===== src/pkg/acm_defines.svh =====
/*
  Constants of the converter mode-control block: latencies, wake-up times,
  strap level codes and test patterns.
  Assumes strap levels arrive already quantised to two-bit codes,
  0 = ground up to 3 = full supply.
*/
`ifndef ACM_DEFINES_SVH
`define ACM_DEFINES_SVH

// Core pipeline latency in sampling-clock cycles
`define ACM_CORE_LAT 12
// Serializer latencies per output option
`define ACM_SER_LAT_DDR1W 1
`define ACM_SER_LAT_SDR2W 2
`define ACM_SER_LAT_DDR2W 2
// Sampling clock rate in MHz and wake-up time in microseconds
`define ACM_CLK_MHZ 20
`define ACM_WAKE_US 100
// Longest wake-up time in whole cycles, microseconds times MHz
`define ACM_WAKE_CYC (`ACM_WAKE_US * `ACM_CLK_MHZ)
// Channel standby exit time, already in cycles
`define ACM_STBY_CYC 200
// Lane strap codes with special meaning
`define ACM_LANE_UNUSED 2'h1
`define ACM_LANE_SDR2W 2'h2
// Test patterns
`define ACM_SYNC_PAT 12'hfc0
`define ACM_DESKEW_PAT 12'haaa
// Width of the sequence tag carried with each word
`define ACM_TAG_W 8

`endif


===== src/pkg/acm_pkg.sv =====
/*
  Types of the converter mode-control block.
  Assumes acm_defines.svh is on the include path.
*/
`include "acm_defines.svh"

package acm_pkg;

  // Configuration scheme
  typedef enum logic [1:0] {
    SCH_STRAP = 2'h0,
    SCH_SERIAL = 2'h1,
    SCH_BOTH = 2'h2
  } acm_scheme_t;

  // Test pattern and global power mode
  typedef enum logic [3:0] {
    PAT_NORMAL = 4'h1,
    PAT_SYNC = 4'h2,
    PAT_PDN = 4'h4,
    PAT_DESKEW = 4'h8
  } acm_pat_t;

  // Power state
  typedef enum logic [2:0] {
    PWR_DOWN = 3'h1,
    PWR_WAKE = 3'h2,
    PWR_RUN = 3'h4
  } acm_pwr_t;

  // Decoded operating configuration
  typedef struct packed {
    logic lane2w;
    logic ddr;
    logic cfg_unused;
    logic fac14;
    logic cap_rise;
    logic msb_first;
    logic twos;
    logic gain35;
    logic int_ref;
  } acm_cfg_t;

  // Strap pin levels as sampled
  typedef struct packed {
    logic [1:0] gain;
    logic pat_a;
    logic pat_b;
    logic pd_a;
    logic pd_b;
    logic [1:0] lane;
    logic [1:0] fac;
    logic [1:0] order;
  } acm_straps_t;

  // One output word: both channels, their validity, a sequence tag
  typedef struct packed {
    logic [11:0] a;
    logic [11:0] b;
    logic a_ok;
    logic b_ok;
    logic [`ACM_TAG_W-1:0] tag;
  } acm_word_t;

endpackage


===== src/core/acm_buf2.sv =====
/*
  Two-entry buffer with valid and ready on both sides.
  Assumes one clock and a synchronous active-high reset.
*/
module acm_buf2 #(
  parameter int W = 8
) (
  input logic clk,
  input logic srst,
  input logic in_valid,
  output logic in_ready,
  input logic [W-1:0] in_data,
  output logic out_valid,
  input logic out_ready,
  output logic [W-1:0] out_data
);

  logic [W-1:0] mem_r [2];
  logic wp_r;
  logic rp_r;
  logic [1:0] cnt_r;
  logic push;
  logic pop;

  // Full and empty straight from the count, so back-pressure is exact
  assign in_ready = (cnt_r != 2'h2);
  assign out_valid = (cnt_r != 2'h0);
  assign push = in_valid & in_ready;
  assign pop = out_valid & out_ready;
  assign out_data = mem_r[rp_r];

  //////////////////////////////////////////////////////////////////////
  // Pointers and fill count
  always_ff @(posedge clk) begin
    if (srst) begin
      wp_r <= 1'b0;
      rp_r <= 1'b0;
      cnt_r <= 2'h0;
    end else begin
      if (push) wp_r <= ~wp_r;
      if (pop) rp_r <= ~rp_r;
      cnt_r <= cnt_r + {1'b0, push} - {1'b0, pop};
    end
  end

  // Storage, no reset needed: only read when counted valid
  always_ff @(posedge clk) begin
    if (push) mem_r[wp_r] <= in_data;
  end
endmodule


===== src/core/acm_mode_ctrl.sv =====
/*
  Mode control of a dual-channel converter: strap filtering and decoding,
  strap/register priority, power and wake-up sequencing, core latency
  pipeline with option-dependent serializer delay, and output formatting
  into a two-entry buffer toward the serial data receiver.
  Assumes straps are quantised two-bit level codes from outside the clock
  domain, register bits come from logic on clk, and the reserved strap is
  grounded on the board and therefore not a port.
*/
`include "acm_defines.svh"

// Overview of operation
// - Total latency adds option-dependent serializer delay
// - Valid data within 100 us after power down
// - Valid data within 100 us after clock restart
// - Channel data valid within 200 cycles after standby
// - Three schemes: straps, registers, or both combined; code treats SCH_SERIAL like SCH_BOTH, so straps still apply without override
// - Combined scheme resolves sources by fixed priority
// - Straps configure device at power-up without reset
// - Strap-only: serial pins act as static selects
// - Gain strap picks coarse gain and reference
// - Pattern straps pick normal, sync, deskew, power down
// - Each channel has its own power-down pin
// - Lane strap picks wire count and clock rate
// - Factor strap picks serialization and capture edge
// - Order strap picks bit order and format
// - Registers steer strap modes only with override set, except reference and pattern, which always follow the registers; code holds gain off without override
// - Pattern straps decode normal, sync, power, deskew
// - Lane strap decodes four settings, one unused
// - Factor strap decodes 12x/14x with edge choice
module acm_mode_ctrl
  import acm_pkg::*;
#(
  parameter int CORE_LAT = `ACM_CORE_LAT,
  parameter int SER_LAT_DDR1W = `ACM_SER_LAT_DDR1W,
  parameter int SER_LAT_SDR2W = `ACM_SER_LAT_SDR2W,
  parameter int SER_LAT_DDR2W = `ACM_SER_LAT_DDR2W,
  parameter int WAKE_CYC = `ACM_WAKE_CYC,
  parameter int STBY_CYC = `ACM_STBY_CYC
) (
  input logic clk,
  input logic srst,
  input logic [1:0] gain_ref_select_strap,
  input logic pattern_select_strap_a,
  input logic pattern_select_strap_b,
  input logic chan_a_powerdown_pin,
  input logic chan_b_powerdown_pin,
  input logic [1:0] lane_clocking_strap,
  input logic [1:0] serial_factor_edge_strap,
  input logic [1:0] bit_order_format_strap,
  input acm_scheme_t config_scheme,
  input logic reg_override,
  input acm_cfg_t reg_cfg,
  input acm_pat_t reg_pattern,
  input logic reg_global_pd,
  input logic clk_restart,
  input logic samp_valid,
  input logic [11:0] samp_a,
  input logic [11:0] samp_b,
  output logic out_valid,
  input logic out_ready,
  output acm_word_t out_word,
  output acm_cfg_t active_cfg,
  output acm_pat_t active_pattern,
  output acm_pwr_t power_state,
  output logic [1:0] chan_ok,
  output logic overrun
);

  localparam int SER_MAX12 = (SER_LAT_DDR1W > SER_LAT_SDR2W) ? SER_LAT_DDR1W : SER_LAT_SDR2W;
  localparam int SER_MAX = (SER_MAX12 > SER_LAT_DDR2W) ? SER_MAX12 : SER_LAT_DDR2W;
  localparam int DEPTH = CORE_LAT + SER_MAX;
  localparam int WW = $clog2(WAKE_CYC + 1);
  localparam int SW = $clog2(STBY_CYC + 1);
  localparam int TW = `ACM_TAG_W;

  // Serializer delay of the selected output option
  function automatic int ser_lat(input acm_cfg_t c);
    if (!c.lane2w) ser_lat = SER_LAT_DDR1W;
    else if (!c.ddr) ser_lat = SER_LAT_SDR2W;
    else ser_lat = SER_LAT_DDR2W;
  endfunction

  // Bit reversal for least-significant-first words
  function automatic logic [11:0] rev12(input logic [11:0] d);
    for (int i = 0; i < 12; i++) rev12[i] = d[11-i];
  endfunction

  acm_straps_t pin_w;
  acm_straps_t s1_r;
  acm_straps_t s2_r;
  acm_straps_t s3_r;
  acm_straps_t st_r;
  acm_cfg_t strap_cfg;
  acm_cfg_t cfg_nxt;
  acm_cfg_t cfg_r;
  acm_pat_t strap_pat;
  acm_pat_t pat_nxt;
  acm_pat_t pat_r;
  acm_pwr_t pwr_r;
  logic gpd_r;
  logic [1:0] chpd_r;
  logic use_reg;
  logic [WW-1:0] wake_cnt_r;
  logic [SW-1:0] sb_cnt_r [2];
  logic [1:0] chan_ok_r;
  acm_word_t pipe_r [DEPTH];
  logic [DEPTH-1:0] vld_r;
  logic [TW-1:0] adv_cnt_r;
  logic adv;
  logic ins_v;
  acm_word_t ins_w;
  int tap;
  logic in_v;
  acm_word_t fmt_w;
  logic overrun_r;
  logic [$bits(acm_word_t)-1:0] buf_out;

  assign pin_w = {gain_ref_select_strap, pattern_select_strap_a, pattern_select_strap_b,
                  chan_a_powerdown_pin, chan_b_powerdown_pin, lane_clocking_strap,
                  serial_factor_edge_strap, bit_order_format_strap};
  assign use_reg = (config_scheme != SCH_STRAP);

  //////////////////////////////////////////////////////////////////////
  // Pin synchroniser: a bit moves only when stages two and three agree,
  // so a strap sitting between thresholds cannot chatter the mode
  always_ff @(posedge clk) begin
    if (srst) begin
      s1_r <= '0;
      s2_r <= '0;
      s3_r <= '0;
      st_r <= '0;
    end else begin
      s1_r <= pin_w;
      s2_r <= s1_r;
      s3_r <= s2_r;
      st_r <= acm_straps_t'((s3_r & ~(s2_r ^ s3_r)) | (st_r & (s2_r ^ s3_r)));
    end
  end

  //////////////////////////////////////////////////////////////////////
  // Strap decoding
  always_comb begin
    strap_cfg = '0;
    strap_cfg.int_ref = st_r.gain[1];
    strap_cfg.gain35 = st_r.gain[1] ^ st_r.gain[0];
    strap_cfg.lane2w = st_r.lane[1];
    strap_cfg.ddr = (st_r.lane != `ACM_LANE_SDR2W);
    strap_cfg.cfg_unused = (st_r.lane == `ACM_LANE_UNUSED);
    strap_cfg.fac14 = st_r.fac[1] ^ st_r.fac[0];
    strap_cfg.cap_rise = st_r.fac[1];
    strap_cfg.msb_first = ~st_r.order[1];
    strap_cfg.twos = ~st_r.order[0];
  end

  // Serial pins read as static levels when straps alone configure
  always_comb begin
    unique case ({st_r.pat_a, st_r.pat_b})
      2'h0: strap_pat = PAT_NORMAL;
      2'h1: strap_pat = PAT_SYNC;
      2'h2: strap_pat = PAT_PDN;
      2'h3: strap_pat = PAT_DESKEW;
    endcase
  end

  // Priority between straps and registers in the register schemes
  always_comb begin
    cfg_nxt = strap_cfg;
    pat_nxt = strap_pat;
    if (use_reg) begin
      if (reg_override) cfg_nxt = reg_cfg;
      cfg_nxt.gain35 = reg_override & reg_cfg.gain35;
      cfg_nxt.int_ref = reg_cfg.int_ref;
      pat_nxt = reg_pattern;
    end
  end

  // Active configuration follows the straps continuously, no reset pulse
  // needed; the trade-off is a mode change mid-stream is not deferred
  always_ff @(posedge clk) begin
    if (srst) begin
      cfg_r <= '0;
      pat_r <= PAT_NORMAL;
      gpd_r <= 1'b0;
      chpd_r <= 2'h0;
    end else begin
      cfg_r <= cfg_nxt;
      pat_r <= pat_nxt;
      gpd_r <= (pat_nxt == PAT_PDN) | (use_reg & reg_global_pd);
      chpd_r <= {st_r.pd_b, st_r.pd_a};
    end
  end

  //////////////////////////////////////////////////////////////////////
  // Global power and wake-up sequencing
  always_ff @(posedge clk) begin
    if (srst) begin
      pwr_r <= PWR_WAKE;
      wake_cnt_r <= '0;
    end else begin
      unique case (pwr_r)
        PWR_DOWN: begin
          if (!gpd_r) begin
            pwr_r <= PWR_WAKE;
            wake_cnt_r <= '0;
          end
        end
        PWR_WAKE: begin
          if (gpd_r) pwr_r <= PWR_DOWN;
          else if (clk_restart) wake_cnt_r <= '0;
          else if (wake_cnt_r == WW'(WAKE_CYC - 1)) pwr_r <= PWR_RUN;
          else wake_cnt_r <= wake_cnt_r + 1'b1;
        end
        PWR_RUN: begin
          if (gpd_r) pwr_r <= PWR_DOWN;
          else if (clk_restart) begin
            pwr_r <= PWR_WAKE;
            wake_cnt_r <= '0;
          end
        end
        default: pwr_r <= PWR_DOWN;
      endcase
    end
  end

  // Channel standby exit; counts through global wake so it never adds
  // to the global wake-up time
  always_ff @(posedge clk) begin
    if (srst) begin
      sb_cnt_r <= '{default: '0};
      chan_ok_r <= 2'h0;
    end else begin
      for (int i = 0; i < 2; i++) begin
        if (chpd_r[i]) begin
          sb_cnt_r[i] <= '0;
          chan_ok_r[i] <= 1'b0;
        end else if (!chan_ok_r[i]) begin
          if (sb_cnt_r[i] == SW'(STBY_CYC - 1)) chan_ok_r[i] <= 1'b1;
          else sb_cnt_r[i] <= sb_cnt_r[i] + 1'b1;
        end
      end
    end
  end

  //////////////////////////////////////////////////////////////////////
  // Latency pipeline; it advances only when the buffer has room, so a
  // stalled receiver freezes it rather than losing a word in flight
  assign ins_v = samp_valid & (pwr_r == PWR_RUN);
  assign tap = CORE_LAT + ser_lat(cfg_r) - 1;
  assign in_v = vld_r[tap];

  always_comb begin
    ins_w.a = chpd_r[0] ? 12'h000 : samp_a;
    ins_w.b = chpd_r[1] ? 12'h000 : samp_b;
    // Masked by the pin too, so the flag drops in the very cycle power goes
    ins_w.a_ok = chan_ok_r[0] & ~chpd_r[0];
    ins_w.b_ok = chan_ok_r[1] & ~chpd_r[1];
    ins_w.tag = adv_cnt_r;
  end

  always_ff @(posedge clk) begin
    if (srst) begin
      vld_r <= '0;
      adv_cnt_r <= '0;
    end else if (adv) begin
      vld_r <= {vld_r[DEPTH-2:0], ins_v};
      adv_cnt_r <= adv_cnt_r + 1'b1;
    end
  end

  always_ff @(posedge clk) begin
    if (adv) begin
      pipe_r[0] <= ins_w;
      for (int k = 1; k < DEPTH; k++) pipe_r[k] <= pipe_r[k-1];
    end
  end

  // A sample arriving while frozen is dropped and flagged
  always_ff @(posedge clk) begin
    if (srst) overrun_r <= 1'b0;
    else overrun_r <= ins_v & ~adv;
  end

  // Output format, bit order and test pattern substitution
  always_comb begin
    fmt_w = pipe_r[tap];
    fmt_w.a[11] = fmt_w.a[11] ^ cfg_r.twos;
    fmt_w.b[11] = fmt_w.b[11] ^ cfg_r.twos;
    if (!cfg_r.msb_first) begin
      fmt_w.a = rev12(fmt_w.a);
      fmt_w.b = rev12(fmt_w.b);
    end
    if (pat_r == PAT_SYNC) begin
      fmt_w.a = `ACM_SYNC_PAT;
      fmt_w.b = `ACM_SYNC_PAT;
    end else if (pat_r == PAT_DESKEW) begin
      fmt_w.a = `ACM_DESKEW_PAT;
      fmt_w.b = `ACM_DESKEW_PAT;
    end
  end

  acm_buf2 #(.W($bits(acm_word_t))) acm_buf2_i (
    .clk(clk),
    .srst(srst),
    .in_valid(in_v),
    .in_ready(adv),
    .in_data(fmt_w),
    .out_valid(out_valid),
    .out_ready(out_ready),
    .out_data(buf_out)
  );

  assign out_word = acm_word_t'(buf_out);
  assign active_cfg = cfg_r;
  assign active_pattern = pat_r;
  assign power_state = pwr_r;
  assign chan_ok = chan_ok_r;
  assign overrun = overrun_r;

  //////////////////////////////////////////////////////////////////////
  // Checks; the quiet counter counts advances since the last mode change
  logic [5:0] quiet_r;
  always_ff @(posedge clk) begin
    if (srst || cfg_nxt != cfg_r) quiet_r <= '0;
    else if (adv && quiet_r != 6'h3f) quiet_r <= quiet_r + 1'b1;
  end
endmodule


===== config.mk =====
export PLATFORM = sky130hd
export DESIGN_NAME = acm_mode_ctrl
export DESIGN_NICKNAME = d
export VERILOG_FILES = /design/src/pkg/acm_pkg.sv /design/src/core/acm_buf2.sv /design/src/core/acm_mode_ctrl.sv
export VERILOG_INCLUDE_DIRS = /design/src /design/src/pkg
export SDC_FILE = /design/constraint.sdc
export NUM_CORES = 1
export LEC_CHECK = 0
export ABC_CLOCK_PERIOD_IN_PS = 12470
export BUFFER_PORTS_ARGS = -buffer_cell sky130_fd_sc_hd__buf_2
export CAP_MARGIN = 0
export CORE_ASPECT_RATIO = 1.5
export CORE_MARGIN = 2
export CORE_UTILIZATION = 40
export CTS_BUF_LIST = sky130_fd_sc_hd__clkbuf_4 sky130_fd_sc_hd__clkbuf_8 sky130_fd_sc_hd__clkbuf_16
export CTS_CLUSTER_SIZE = 20
export DETAILED_ROUTE_END_ITERATION = 6
export GPL_TIMING_DRIVEN = 0
export HOLD_SLACK_MARGIN = 0.02
export MAX_ROUTING_LAYER = met4
export PLACE_DENSITY = 0.55
export SYNTH_ARGS = -nofsm -noshare
export SYNTH_HDL_FRONTEND = slang
export SYNTH_HIERARCHICAL = 1
export SYNTH_SLANG_ARGS = --single-unit

===== constraint.sdc =====
create_clock -name clk -period 12.47 [get_ports clk]
set_input_delay 0.6235 -clock clk [delete_from_list [all_inputs] [get_ports clk]]
set_output_delay 0.6235 -clock clk [all_outputs]
set_load 0.005 [all_outputs]

---- After elaboration in Yosys (flattened, before gate mapping) ----
Memories as Yosys holds them, arrays and structs flattened. A register that Yosys moved wholly into a read port is not among the register bits.
Cells that the tools add are included.
word-level totals
  flip-flop bits (word level) ............. 123
  memory bits (writable) .................. 544
  bits of input ports ..................... 58
  output and inout port bits .............. 54
  word-level logic and storage cells ...... 166
  memories ................................ 2
cells by class
  $add $sub $neg .......................... 8
  magnitude comparators ................... 1
  equality and inequality tests ........... 23
  multiplexer cells ....................... 37
  bitwise gates (word level) .............. 29
  reductions and logical operators ........ 10
memories
  name              depth  bits a word  read ports  clocked after memory_dff  write ports  line                  RTL
  pipe_r            14     34           14          0                         14           acm_mode_ctrl.sv:107  acm_word_t pipe_r [DEPTH];
  acm_buf2_i.mem_r  2      34           1           1                         1            acm_buf2.sv:18        logic [W-1:0] mem_r [2];
operators by type and width
  cell                                                                   count
  24-bit two-way mux                                                     3
  11-bit two-way mux                                                     6
  11-bit one-hot mux with 3 select lines                                 1
  5-bit by 32-bit adder with 32-bit output, first input constant         1
  32-bit by 6-bit < comparator with 1-bit output, second input constant  1
  32-bit by 2-bit subtractor with 32-bit output, second input constant   1
  8-bit by 1-bit adder with 8-bit output, second input constant          3
  12-bit AND                                                             2
  12-bit two-way mux                                                     2
  3-bit two-way mux                                                      6
  9-bit two-way mux                                                      2
  8-bit equality test, second input constant                             2
  4-bit one-hot mux with 4 select lines                                  1
  1-bit two-way mux                                                      12
  2-bit inequality test, second input constant                           6
  3-bit inequality test, second input constant                           4
  12-bit NOT                                                             1
  12-bit OR                                                              1
  12-bit bitwise XOR                                                     1
  11-bit by 1-bit adder with 11-bit output, second input constant        1
  11-bit equality test, second input constant                            1
  1-bit NOT                                                              11
  3-bit one-hot mux with 3 select lines                                  1
  1-bit AND                                                              8
  other kinds (22)                                                       30

---- Logic depth before layout (Yosys ltp) ----
Gate-level depths: netlist of run 1.
  depth after elaboration ................. 9
  mapped depth ............................ 11
  mapped depth without buffers ............ 8

---- Hierarchy ----
The synthesis of run 1 kept the hierarchy.
modules (own cells, without submodules)
  module         times used  cells an instance  area an instance (um^2)  seq. area each (um^2)
  acm_mode_ctrl  1           1065               19702.6                  16676.0
  acm_buf2       1           130                2820.2                   2142.1

---- Least setup slack after synthesis of run 1 ----
No wires, ideal clock.
  path kind ............................... reg2reg
  from .................................... register acm_buf2_i.cnt_r[0]
  to ...................................... memory acm_buf2_i/mem_r[0][0] in the netlist's numbering, enable pin
  setup time .............................. 0.425 ns
  arrival ................................. 8.426 ns
  data required time ...................... 12.045 ns
  slack ................................... 3.619 ns
  cell stages (with the launch flop) ...... 4
  period minus slack after synthesis ...... 8.851 ns
  cells stage by stage .................... dfxtp_1 > nand2b_2 > nand2_2 > nor2_1
on the way
  longest elaborated chain between the ends .. 4
ends and longest elaborated chain
  what                                     line                  RTL
  start, declared                          acm_buf2.sv:21        logic [1:0] cnt_r;
  start signal, assigned                   acm_buf2.sv:42        cnt_r <= cnt_r + {1'b0, push} - {1'b0, pop};
  2-bit inequality test                    acm_buf2.sv:26        assign in_ready = (cnt_r != 2'h2);
  net adv                                  acm_mode_ctrl.sv:110  logic adv;
  1-bit AND                                acm_buf2.sv:28        assign push = in_valid & in_ready;
  1-bit two-way mux                        acm_buf2.sv:48        if (push) mem_r[wp_r] <= in_data;
  1-bit two-way mux (implied by the code)  acm_buf2.sv:48
  end, declared                            acm_buf2.sv:18
The timed path passes the listed nets, and every way through them passes these cells.

---- Worst setup path after layout of run 1 ----
  from .................................... register cfg_r, in the netlist active_cfg[8]
  to ...................................... register acm_buf2_i.cnt_r[1]
on the way
  longest elaborated chain between the ends .. 9
ends and longest elaborated chain
  what                                                   line                  RTL
  start, declared                                        acm_mode_ctrl.sv:96   acm_cfg_t cfg_r;
  start signal, assigned                                 acm_mode_ctrl.sv:187  cfg_r <= cfg_nxt;
  2-bit two-way mux                                      acm_mode_ctrl.sv:79   if (!c.lane2w) ser_lat = SER_LAT_DDR1W;
  5-bit by 32-bit adder with 32-bit output               acm_mode_ctrl.sv:249  assign tap = CORE_LAT + ser_lat(cfg_r) - 1;
  32-bit by 2-bit subtractor with 32-bit output          acm_mode_ctrl.sv:249
  1-bit binary-select mux with 4-bit select              acm_mode_ctrl.sv:250  assign in_v = vld_r[tap];
  1-bit two-way mux (implied by the code) (2 in series)  acm_mode_ctrl.sv:250
  net in_v                                               acm_mode_ctrl.sv:114  logic in_v;
  1-bit AND                                              acm_buf2.sv:28
  2-bit by 1-bit adder with 2-bit output                 acm_buf2.sv:42
  2-bit by 1-bit subtractor with 2-bit output            acm_buf2.sv:42
The timed path passes the listed nets, and every way through them passes these cells. The select of a mux whose other input is x is not followed.
A chain may end at the register's enable or synchronous reset.

==> metrics.yaml, run 1 <==
finalCriticalPeriod_ns: 3.03
drive_gt1_frac: 0.217
tritoncts: "done"
ant_nets: 0
synthAdderAreaFrac: 0.00333
preCtsSetupSlack_ns: 9.37
syn_area_per_cell_um2: 18.8
fin_nets: 1440
ys.flop_type: "edfxtp_1"
finalClockSkew_ns: 0.0354
ff2ff_path_depth: 11
die_height_um: 295
yosysTopAreaCell: "edfxtp_1"
clock_latency_ns: 0.62
grt_setup_unrepaired: "no"
max_freq_mhz: 330
cp_max_fo: 10
start_kind: "flip-flop"
grt_first_pass_wirelength_um: 49800
synth_mux_area_frac: 0.0508
r2r_start: "active_cfg[8]"
syn_area_mm2: 0.0225
synth_edf_count: 544
finalWorstSetupSlack_ns: 9.44
synthSimpleGateAreaFrac: 0.0629
critPathRequiredTime_ns: 12.97
antenna_found_initial: 1
relSlewSlack: 0.433
synthXorXnorAreaFrac: 0.00856
async_flop_share: 0
grt_util_all_layers: 0.112
drtPass1Iterations: 4
core_mm2: 0.0557
rrSetupSlack_ns: 9.44
grt_pass1_vias: 9697
cts_setup_buffers: 0
synth-seq-cells: 668
drt_iter0_drc: 478
finalCritPeriodShare: 0.243
drcViolationCount: 0
reg2reg_to: "acm_buf2_i/cnt_r[1]"
numCtsBuffers: 60
startpoint: "active_cfg[8]"
worstSetupEndpoint: "acm_buf2_i/cnt_r[1]"
end_kind: "flip-flop"
die_area_mm2: 0.0583
avgRoutedWirePerCell_um: 14.8
synth_compound_area_frac: 0.0290
syn_inst: 1195
cts_max_level: 2
yosysMostFrequentCell: "edfxtp_1"
row_count: 106
ir_drop_mv: 0.119
hp-class: "primary input to flip-flop"
clockBufferDepth: 3
multi_input_area_mm2: 0.00349
setup_viol: 0
grt_max_degree: 78
yosysUniqueCellTypes: 59
path_class: "flip-flop to flip-flop"
netlist_top_cells_area: "edfxtp_1 73%, dfxtp_1 11%, mux2_4 2.1%"
clock-sinks: 668
viasPerCell: 4.69
powerDensity_mw_per_mm2: 238
cts_resized: 0
p_leak_uw: 0.00971
synth_top_cells_by_count: "544 x edfxtp_1, 124 x dfxtp_1, 68 x nor2b_1, 59 x nor2_1, 50 x a21oi_1"
routed_wl_um: 31400
overflow: 0
arrival_ns: 3.53
drv_slew: 0
areaGrowthSynthToFinish_pct: 16.0
fillerInstances: 4753
floorplan.initialDensity: 0.404
clockRootBuffer: "clkbuf_16"
ys_seq_area_frac: 0.836
synth_top_area_share: 0.725
worst_slew_pin_slew_ns: 0.850
tns_ns: 0
synth_top_family_by_area: "simple AND/OR/NAND/NOR gates"
dr_total_vias: 9977
place.gp.congestion: 0.770
syn-num-nets: 1259
hpwl_um: 19700
finalHoldViolCount: 0
ios: 112
die_x_um: 198
yosys_warnings: 6
ff_latch_area_mm2: 0.0188
maxCapViolCount: 0
portBuffers: 111
clk_pin_slew_ns: 0.06
ctsHoldBuffers: 0
status: "finished clean"
==> per-stage QoR <==
stage / hold WS (ns) / util / total power, uW / cell area (um^2) / std cells
global placement: 0.400 / 0.430 / 4660 / 24000 / 2008
floorplan: 0.400 / - / 4390 / 22500 / 1195
detailed placement: 0.405 / 0.434 / 4510 / 24200 / 2016
global route: 0.202 / 0.469 / 6530 / 26100 / 2127
finish: 0.247 / 0.469 / 6210 / 26100 / 2127
CTS: 0.201 / 0.469 / 6320 / 26100 / 2126
==> worst max-delay path, cell delays in order, from the launching register on <==
cell and delay, ns:
dfxtp_1 0.33, buf_2 0.26, buf_2 0.37, clkbuf_1 0.56, mux2_2 0.44, nand2_2 0.12
ha_1 0.24, inv_1 0.06, ha_1 0.14, xor2_1 0.19, xnor2_1 0.14, nor2_1 0.05
==> cell families (layout without fill, tap and decap cells) <==
logic type / Yosys count / after routing
DFF: 668 / 668
AOI/OAI and AO/OA: 114 / 114
other: 0 / 1
muxes: 86 / 86
buffers and inverters: 44 / 273
and+or+nand+nor: 255 / 255
adders and majority gates: 6 / 6
xor gates and xnor gates: 22 / 22
==> power breakdown <==
group | switching [uW] | total, uW | internal (uW)
combinational | 434 | 682 | 248
sequential | 194 | 3750 | 3560
clock | 753 | 1780 | 1030
==> worst min-delay path by stage <==
stage                    from                end  cells past startpoint
3_3_place_gp     pipe_r[0][0]       pipe_r[1][0]                      0
2_1_floorplan    pipe_r[9][0]      pipe_r[10][0]                      0
4_1_cts        reg_pattern[0]  active_pattern[0]                      2
5_1_grt        reg_pattern[0]  active_pattern[0]                      2
3_5_place_dp   pipe_r[10][14]     pipe_r[11][14]                      0
6_report       reg_pattern[0]  active_pattern[0]                      2
==> metal layers <==
metal / part of all wire / vias to the layer above / track usage / routed length, um
li1: - / 4879 / - / -
met2: 0.49 / 216 / 0.182 / 15500
met1: 0.42 / 4817 / 0.133 / 13300
met3: 0.051 / 65 / 0.0263 / 1620
met4: 0.033 / 0 / 0.0473 / 1020
met5: 0 / - / - / 0
==> cells in the final DEF (no fill, tap or decap), types with 31 or more instances in the layout <==
cell type,instances
a21oi_1,50
buf_2,114
clkbuf_16,62
dfxtp_1,124
edfxtp_1,544
mux2_4,31
nand2_1,41
nor2_1,58
nor2b_1,68
o21ai_0,38
==> cell type report <==
class / instances / area share
Inverter: 9 / 0.00129
Tap cell: 702 / 0.0336
Buffer: 35 / 0.00728
Sequential cell: 668 / 0.720
Timing Repair Buffer: 119 / 0.0288
Antenna cell: 1 / 0.0000958
Clock buffer: 90 / 0.0681
Multi-Input combinational cell: 483 / 0.134
Clock inverter: 20 / 0.00685
==> registers in the layout, indices dropped and copies added (netlist names), 2 cells and up, named ones only <==
signal and cells:
sb_cnt_r 16, acm_buf2_i/cnt_r 2, chpd_r 2, adv_cnt_r 8, wake_cnt_r 11, vld_r 14, pipe_r 476, power_state 3
s2_r 12, s3_r 12, active_cfg 9, acm_buf2_i/mem_r 68, chan_ok 2, s1_r 12, active_pattern 4
No activity file was read; power rests on OpenSTA's default activity.
==> run 2, diff against run 1 <==
--- a/config.mk
+++ b/config.mk
@@ -6,7 +6,8 @@
 export SDC_FILE = /design/constraint.sdc
 export NUM_CORES = 1
 export LEC_CHECK = 0
-export ABC_CLOCK_PERIOD_IN_PS = 12470
+export ABC_AREA = 1
+export ABC_CLOCK_PERIOD_IN_PS = 2900
 export BUFFER_PORTS_ARGS = -buffer_cell sky130_fd_sc_hd__buf_2
 export CAP_MARGIN = 0
 export CORE_ASPECT_RATIO = 1.5
==> constraint.sdc (replaced) <==
create_clock -name clk -period 2.9 [get_ports clk]
set_input_delay 0.145 -clock clk [delete_from_list [all_inputs] [get_ports clk]]
set_output_delay 0.145 -clock clk [all_outputs]
set_load 0.005 [all_outputs]
==> run 2 against run 1 <==
Core utilization is 1.0 points higher. Combinational power grew to 4.6 times the previous value. Final cell count increased by 16%. Die area rose by 1.0%. Total power increased to 4.5 times the previous value. Critical path type unchanged.
==> metrics.yaml, run 2 <==
status: "finished clean"
max_freq_mhz: 377  # +14%
numCtsBuffers: 61  # +1.7%
top_regs: "pipe_r x476, acm_buf2_i/mem_r x68, sb_cnt_r x16"
ant_nets: 0  # unchanged
viasPerCell: 4.45  # -5.1%
slowest_delay_ns: 0.80  # +0.24 ns
row_count: 107  # +0.94%
areaGrowthSynthToFinish_pct: 19.0
path_class: "flip-flop to flip-flop"
async_flop_share: 0  # unchanged
grt_setup_unrepaired: "no"
end_kind: "flip-flop"
yosys_warnings: 6  # unchanged
place.gp.congestion: 0.800  # +3.9%
cts_max_level: 2  # unchanged
final_cell_mix: "544 x edfxtp_1, 168 x nor2_1, 130 x nand2_1"
worst-path-stages: 6  # -5
hp-class: "primary input to flip-flop"
postPlaceCellArea_mm2: 0.0244  # +0.91%
finalHoldViolCount: 0  # unchanged
tritoncts: "done"
synth-seq-cells: 668  # unchanged
cp_num_buf_inv: 2  # -2
drive_gt1_frac: 0.181  # -0.0363
fin_cells: 2468  # +16%
drv_slew: 0  # unchanged
syn_inst: 1415  # +18%
synth_top_cells_by_count: "544 x edfxtp_1, 169 x nor2_1, 131 x inv_1, 131 x nand2_1, 124 x dfxtp_1"
ff2ff_path_depth: 6  # -5
maxCapViolCount: 0  # unchanged
synth_top_area_share: 0.718  # -0.00742
clock-sinks: 668  # unchanged
cp_max_fo: 34  # +24
synth_edf_count: 544  # unchanged
yosysMostFrequentCell: "edfxtp_1"
hpwl_um: 21300  # +8.1%
dp.cells: 2292  # +14%
core_mm2: 0.0565  # +1.4%
routed_wl_um: 34800  # +11%
drcViolationCount: 0  # unchanged
overflow: 0  # unchanged
antenna_found_initial: 0  # -1
finalCriticalPeriod_ns: 2.65  # -0.380 ns
die_x_um: 199  # +0.51%
ir_drop_mv: 0.609  # +410%
cts_setup_buffers: 0  # unchanged
clockBufferDepth: 3  # unchanged
ios: 112  # unchanged
hold_start: "reg_cfg[7]"
floorplan.initialDensity: 0.403  # -0.00156
regMostFlops: "pipe_r"
syn_area_mm2: 0.0228  # +1.0%
relSlewSlack: 0.349  # -0.0836
clockRootBuffer: "clkbuf_16"
critPathRequiredTime_ns: 3.13  # -9.84 ns
r2r_start: "active_cfg[8]"
grt_max_degree: 260  # +230%
ys_seq_area_frac: 0.827  # -0.00854
final_common_cell: "edfxtp_1"
portBuffers: 111  # unchanged
netlist_top_cells_area: "edfxtp_1 72%, dfxtp_1 11%, nor2_1 2.8%"
grt_first_pass_wirelength_um: 53900  # +8.3%
worst_slew_pin_slew_ns: 0.973  # +0.123 ns
crit_path_cell_trace: "buf_2 -> buf_2 -> nand2_1 -> o21ai_0 -> nand2_1 -> nor2_4"
hold_depth: 3  # +1
crit_family: "simple AND/OR/NAND/NOR gates"
fin_nets: 1717  # +19%
clock_latency_ns: 0.62  # about the same
clk_pin_slew_ns: 0.06  # about the same
drtPass1Iterations: 5  # +1
syn_area_per_cell_um2: 16.1  # -15%
final_area_mm2: 0.0271  # +3.7%
finalCritPeriodShare: 0.914  # +0.671
n_antenna_cell: 0  # -1
ys.flop_type: "edfxtp_1"
syn-num-nets: 1479  # +17%
drt_iter0_drc: 569  # +19%
grt_pass1_vias: 10736  # +11%
yosysUniqueCellTypes: 36  # -39%
die_area_mm2: 0.0589  # +1.0%
finalClockSkew_ns: 0.0164  # -0.0190 ns
startpoint: "active_cfg[8]"
start_kind: "flip-flop"
setup_viol: 0  # unchanged
grt_util_all_layers: 0.120  # +0.00871
yosysTopAreaCell: "edfxtp_1"
largest_reg_flops: 476  # unchanged
powerDensity_mw_per_mm2: 1030  # +330%
p_leak_uw: 0.0104  # +7.2%
avgRoutedWirePerCell_um: 14.1  # -4.5%
die_height_um: 296  # +0.51%
critPathSlowestCell: "nor2_4"
arrival_ns: 2.88  # -0.65 ns
dr_total_vias: 10986  # +10%
-- run 2: where the power goes --
part | leakage [uW] | switching, uW | internal (uW)
Combinational | 0.00266 | 2040 | 1090
Clock | 0.00105 | 3360 | 4750
Sequential | 0.00670 | 960 | 15600
Total | 0.0104 | 6360 | 21400
-- run 2: logic make-up after synthesis --
group / Yosys count / share of synthesized area
adders and majority gates: 6 / 0.00330
xor gates and xnor gates: 11 / 0.00423
DFF: 668 / 0.827
muxes: 65 / 0.0363
and+or+nand+nor: 366 / 0.0657
AOI/OAI and AO/OA: 131 / 0.0326
buffers and inverters: 168 / 0.0310
-- run 2: metrics by stage --
step / hold WS (ns) / total power, uW / worst slack (ns) / TNS (ns) / util
after detailed placement: 0.342 / 19900 / -0.224 / -28.01 / 0.432
after global placement: 0.335 / 19800 / -1.63 / -385.50 / 0.430
final: 0.0548 / 27800 / 0.250 / 0 / 0.479
after floorplan: 0.209 / 18700 / -0.750 / -53.15 / -
after global routing: 0.0273 / 29200 / 0.0620 / 0 / 0.479
after CTS: 0.0419 / 28200 / 0.120 / 0 / 0.479
-- run 2: final timing paths --
kind | to | slack, ns
max reg2reg | acm_buf2_i/mem_r[0][24] | 0.25
min reg2reg | s2_r[7] | 0.40
max | acm_buf2_i/mem_r[0][24] | 0.25
min | active_cfg[7] | 0.05
-- run 2: worst register-to-register path, cell delays in order (launching register included) --
cell and delay [ns]:
dfxtp_1 0.37, buf_2 0.29, buf_2 0.32, nand2_1 0.09
o21ai_0 0.17, nand2_1 0.21, nor2_4 0.80
-- run 2: layout make-up --
| type | count | area (um^2) |
|---|---|---|
| fill | 4887 | 29400 |
| tap | 763 | 955 |
| clock inverter | 36 | 390 |
| sequential | 668 | 18800 |
| buffer | 32 | 206 |
| inverter | 135 | 510 |
| clock buffer | 79 | 1690 |
| timing repair buffer | 175 | 1250 |
| multi-input combinational | 580 | 3270 |
-- run 2: per-layer routing --
metal  routed length, um  global-route usage  vias to the layer above
li1                    -                   -                     5483
met3                1460              0.0248                       80
met5                   0                   -                        -
met2               18000               0.210                      202
met1               14300               0.134                     5221
met4                1060              0.0510                        0
-- run 2: repair_timing --
item | CTS | global route
setup endpoints to repair | 135 | 227
resized for setup | 0 | 0
endpoints found under the hold margin | 65 | 0
gates cloned | 1 | 1
hold buffers | 61 | 0
pin swaps | 1 | 0
==> run 3, diff against run 2 <==
--- a/config.mk
+++ b/config.mk
@@ -6,7 +6,6 @@
 export SDC_FILE = /design/constraint.sdc
 export NUM_CORES = 1
 export LEC_CHECK = 0
-export ABC_AREA = 1
 export ABC_CLOCK_PERIOD_IN_PS = 2900
 export BUFFER_PORTS_ARGS = -buffer_cell sky130_fd_sc_hd__buf_2
 export CAP_MARGIN = 0
==> run 3 against run 2 <==
First-iteration DRC count is 0.53% higher. Critical path depth is 1 lower. Clock skew is 0.0060 ns higher. Clock power is 2.7% higher. Maximum frequency is 0.30% lower. Sequential power is 2% lower. Design area is 0.50% lower. Total power is 0.89% lower. Combinational power is 2% lower. Largest power group unchanged.
==> metrics.yaml, run 3 (same netlist as run 1, synthesis figures left out) <==
status: "finished clean"
worst_slew_pin_slew_ns: 0.859  # -0.114 ns
dr_total_vias: 10392  # -5.4%
clk_pin_slew_ns: 0.06  # about the same
whs_ns: 0.0771  # +0.0223 ns
fillerInstances: 4689  # -4.1%
final_common_cell: "edfxtp_1"
ios: 112  # unchanged
setup_viol: 0  # unchanged
final_area_mm2: 0.0269  # -0.50%
antenna_found_initial: 0  # unchanged
maxCapViolCount: 0  # unchanged
grt_pass1_vias: 10241  # -4.6%
hp-class: "primary input to flip-flop"
finalCriticalPeriod_ns: 2.66  # +0.00799 ns
cp_max_fo: 75  # +120%
ir_drop_mv: 0.442  # -27%
start_kind: "flip-flop"
wl_met1_um: 14300  # +0.10%
finalCritPeriodShare: 0.917  # +0.00275
end_kind: "flip-flop"
postPlaceCellArea_mm2: 0.0242  # -0.91%
powerDensity_mw_per_mm2: 1020  # -0.38%
finalHoldViolCount: 0  # unchanged
grt_first_pass_wirelength_um: 53000  # -1.7%
die_height_um: 295  # -0.51%
p_leak_uw: 0.0100  # -3.6%
path_class: "flip-flop to flip-flop"
place.gp.congestion: 0.768  # -4.0%
clock-sinks: 668  # unchanged
hold-path-endpoint: "active_pattern[0]"
hold_depth: 4  # +1
grt_setup_unrepaired: "no"
finalClockSkew_ns: 0.0224  # +0.00602 ns
portBuffers: 111  # unchanged
ff2ff_path_depth: 5  # -1
p_int_uw: 21500  # +0.16%
core_mm2: 0.0557  # -1.4%
avgRoutedWirePerCell_um: 15.4  # +8.9%
routed_wl_um: 33700  # -3.4%
critPathRequiredTime_ns: 3.17  # +0.04 ns
switching_share: 0.221  # -0.00817
hpwl_um: 20400  # -4.2%
arrival_ns: 2.93  # +0.05 ns
hold_start: "config_scheme[0]"
met2_length_um: 16900  # -6.1%
r2r_start: "acm_buf2_i/cnt_r[1]"
areaGrowthSynthToFinish_pct: 19.7
clockRootBuffer: "clkbuf_16"
clockBufferDepth: 3  # unchanged
grt_util_all_layers: 0.119  # -0.00131
cts_setup_buffers: 0  # unchanged
floorplan.initialDensity: 0.404  # +0.00156
routed-wl-met3_um: 1500  # +2.6%
regMostFlops: "pipe_r"
overflow: 0  # unchanged
fin_nets: 1503  # -12%
max_freq_mhz: 376  # -0.30%
drive_gt1_frac: 0.203  # +0.0228
clock_latency_ns: 0.62  # about the same
top_layer_used: "met4"
drcViolationCount: 0  # unchanged
combPwrFrac: 0.112  # about the same
cts_max_level: 2  # unchanged
die_area_mm2: 0.0583  # -1.0%
top_regs: "pipe_r x476, acm_buf2_i/mem_r x68, sb_cnt_r x16"
ant_nets: 0  # unchanged
drtPass1Iterations: 5  # unchanged
row_count: 106  # -0.93%
final_cell_mix: "544 x edfxtp_1, 123 x dfxtp_1, 116 x buf_2"
drt_iter0_drc: 572  # +0.53%
rrSetupSlack_ns: 0.24  # about the same
n_antenna_cell: 0  # unchanged
tritoncts: "done"
viasPerCell: 4.74  # +6.6%
numCtsBuffers: 59  # -3.3%
die_x_um: 198  # -0.50%
relSlewSlack: 0.427  # +0.0777
largest_reg_flops: 476  # unchanged
grt_max_degree: 76  # -71%
power.clock.fraction: 0.303  # +0.011
drv_slew: 0  # unchanged
seqPwrFrac: 0.586  # -0.010
p_switching_uw: 6080  # -4.4%
reg2reg_to: "pipe_r[0][15]"
run 3: cell types whose count changed in the layout (fill, tap and decap cells not counted), moves of 8 or more:
cell and delta:
inv_1 -120, nor2_1 -110, nand2_1 -89, nor2b_1 +68, nand3_1 -22, o21ai_0 -14
o211ai_1 -13, or3_1 +11, xnor2_1 +11, mux2i_1 +10, mux4_2 +8
run 3: power groups by stage:
stage               Combinational, uW  Sequential, uW  Clock [uW]
floorplan                        1860           16400           0
global placement                 2220           16400           0
detailed placement               3060           16400           0
CTS                              3140           16200        8640
global route                     3410           16500        9010
finish                           3070           16100        8330
run 3: how the worst max path moves through the flow:
stage / startpoint / end / slack, ns / cells past startpoint
after floorplan: acm_buf2_i/cnt_r[0] / acm_buf2_i/cnt_r[1] / -2.21 / 8
after global placement: acm_buf2_i/cnt_r[0] / acm_buf2_i/mem_r[0][25] / -3.77 / 3
after detailed placement: active_cfg[8] / acm_buf2_i/mem_r[0][28] / -0.29 / 6
after CTS: acm_buf2_i/cnt_r[0] / pipe_r[0][32] / 0.15 / 5
final: acm_buf2_i/cnt_r[1] / pipe_r[0][15] / 0.24 / 5
after global routing: active_cfg[8] / acm_buf2_i/cnt_r[1] / 0.09 / 10
run 3: what timing repair did:
action                                  in CTS  in global routing
resized for setup                            1                  0
endpoints found under the setup margin      69                 69
cloned                                       1                  1
hold buffers                                64                  0
endpoints found under the hold margin       61                  0
pin swaps                                    1                  0
run 3: layout make-up:
class,count,area (um^2),share of cell area
Clock inverter,38,468,0.0174
Timing Repair Buffer,182,1390,0.0515
Multi-Input combinational cell,485,3510,0.130
Tap cell,702,878,0.0326
Clock buffer,73,1660,0.0615
Buffer,34,189,0.00701
Inverter,9,33.8,0.00125
Sequential cell,668,18800,0.698
run 3: stage by stage:
step	setup slack [ns]	TNS, ns	util	std cells	power, uW
finish	0.242	0	0.484	2191	27500
global route	0.0864	0	0.484	2191	28900
CTS	0.150	0	0.484	2190	27900
detailed placement	-0.288	-13.31	0.434	2015	19400
global placement	-3.77	-1463.73	0.430	2008	18600
floorplan	-2.21	-780.76	-	1195	18200
run 3: critical path, cell delays in order, from the launching register on:
cell      delay, ns
dfxtp_1        0.43
nand2b_4       0.38
buf_16         0.35
buf_16         0.31
buf_16         0.33
buf_16         0.35
run 3: routing by layer:
layer,up-vias,track usage
li1,5017,-
met1,5062,0.139
met2,239,0.201
met3,74,0.0255
met4,0,0.0455
met5,-,-
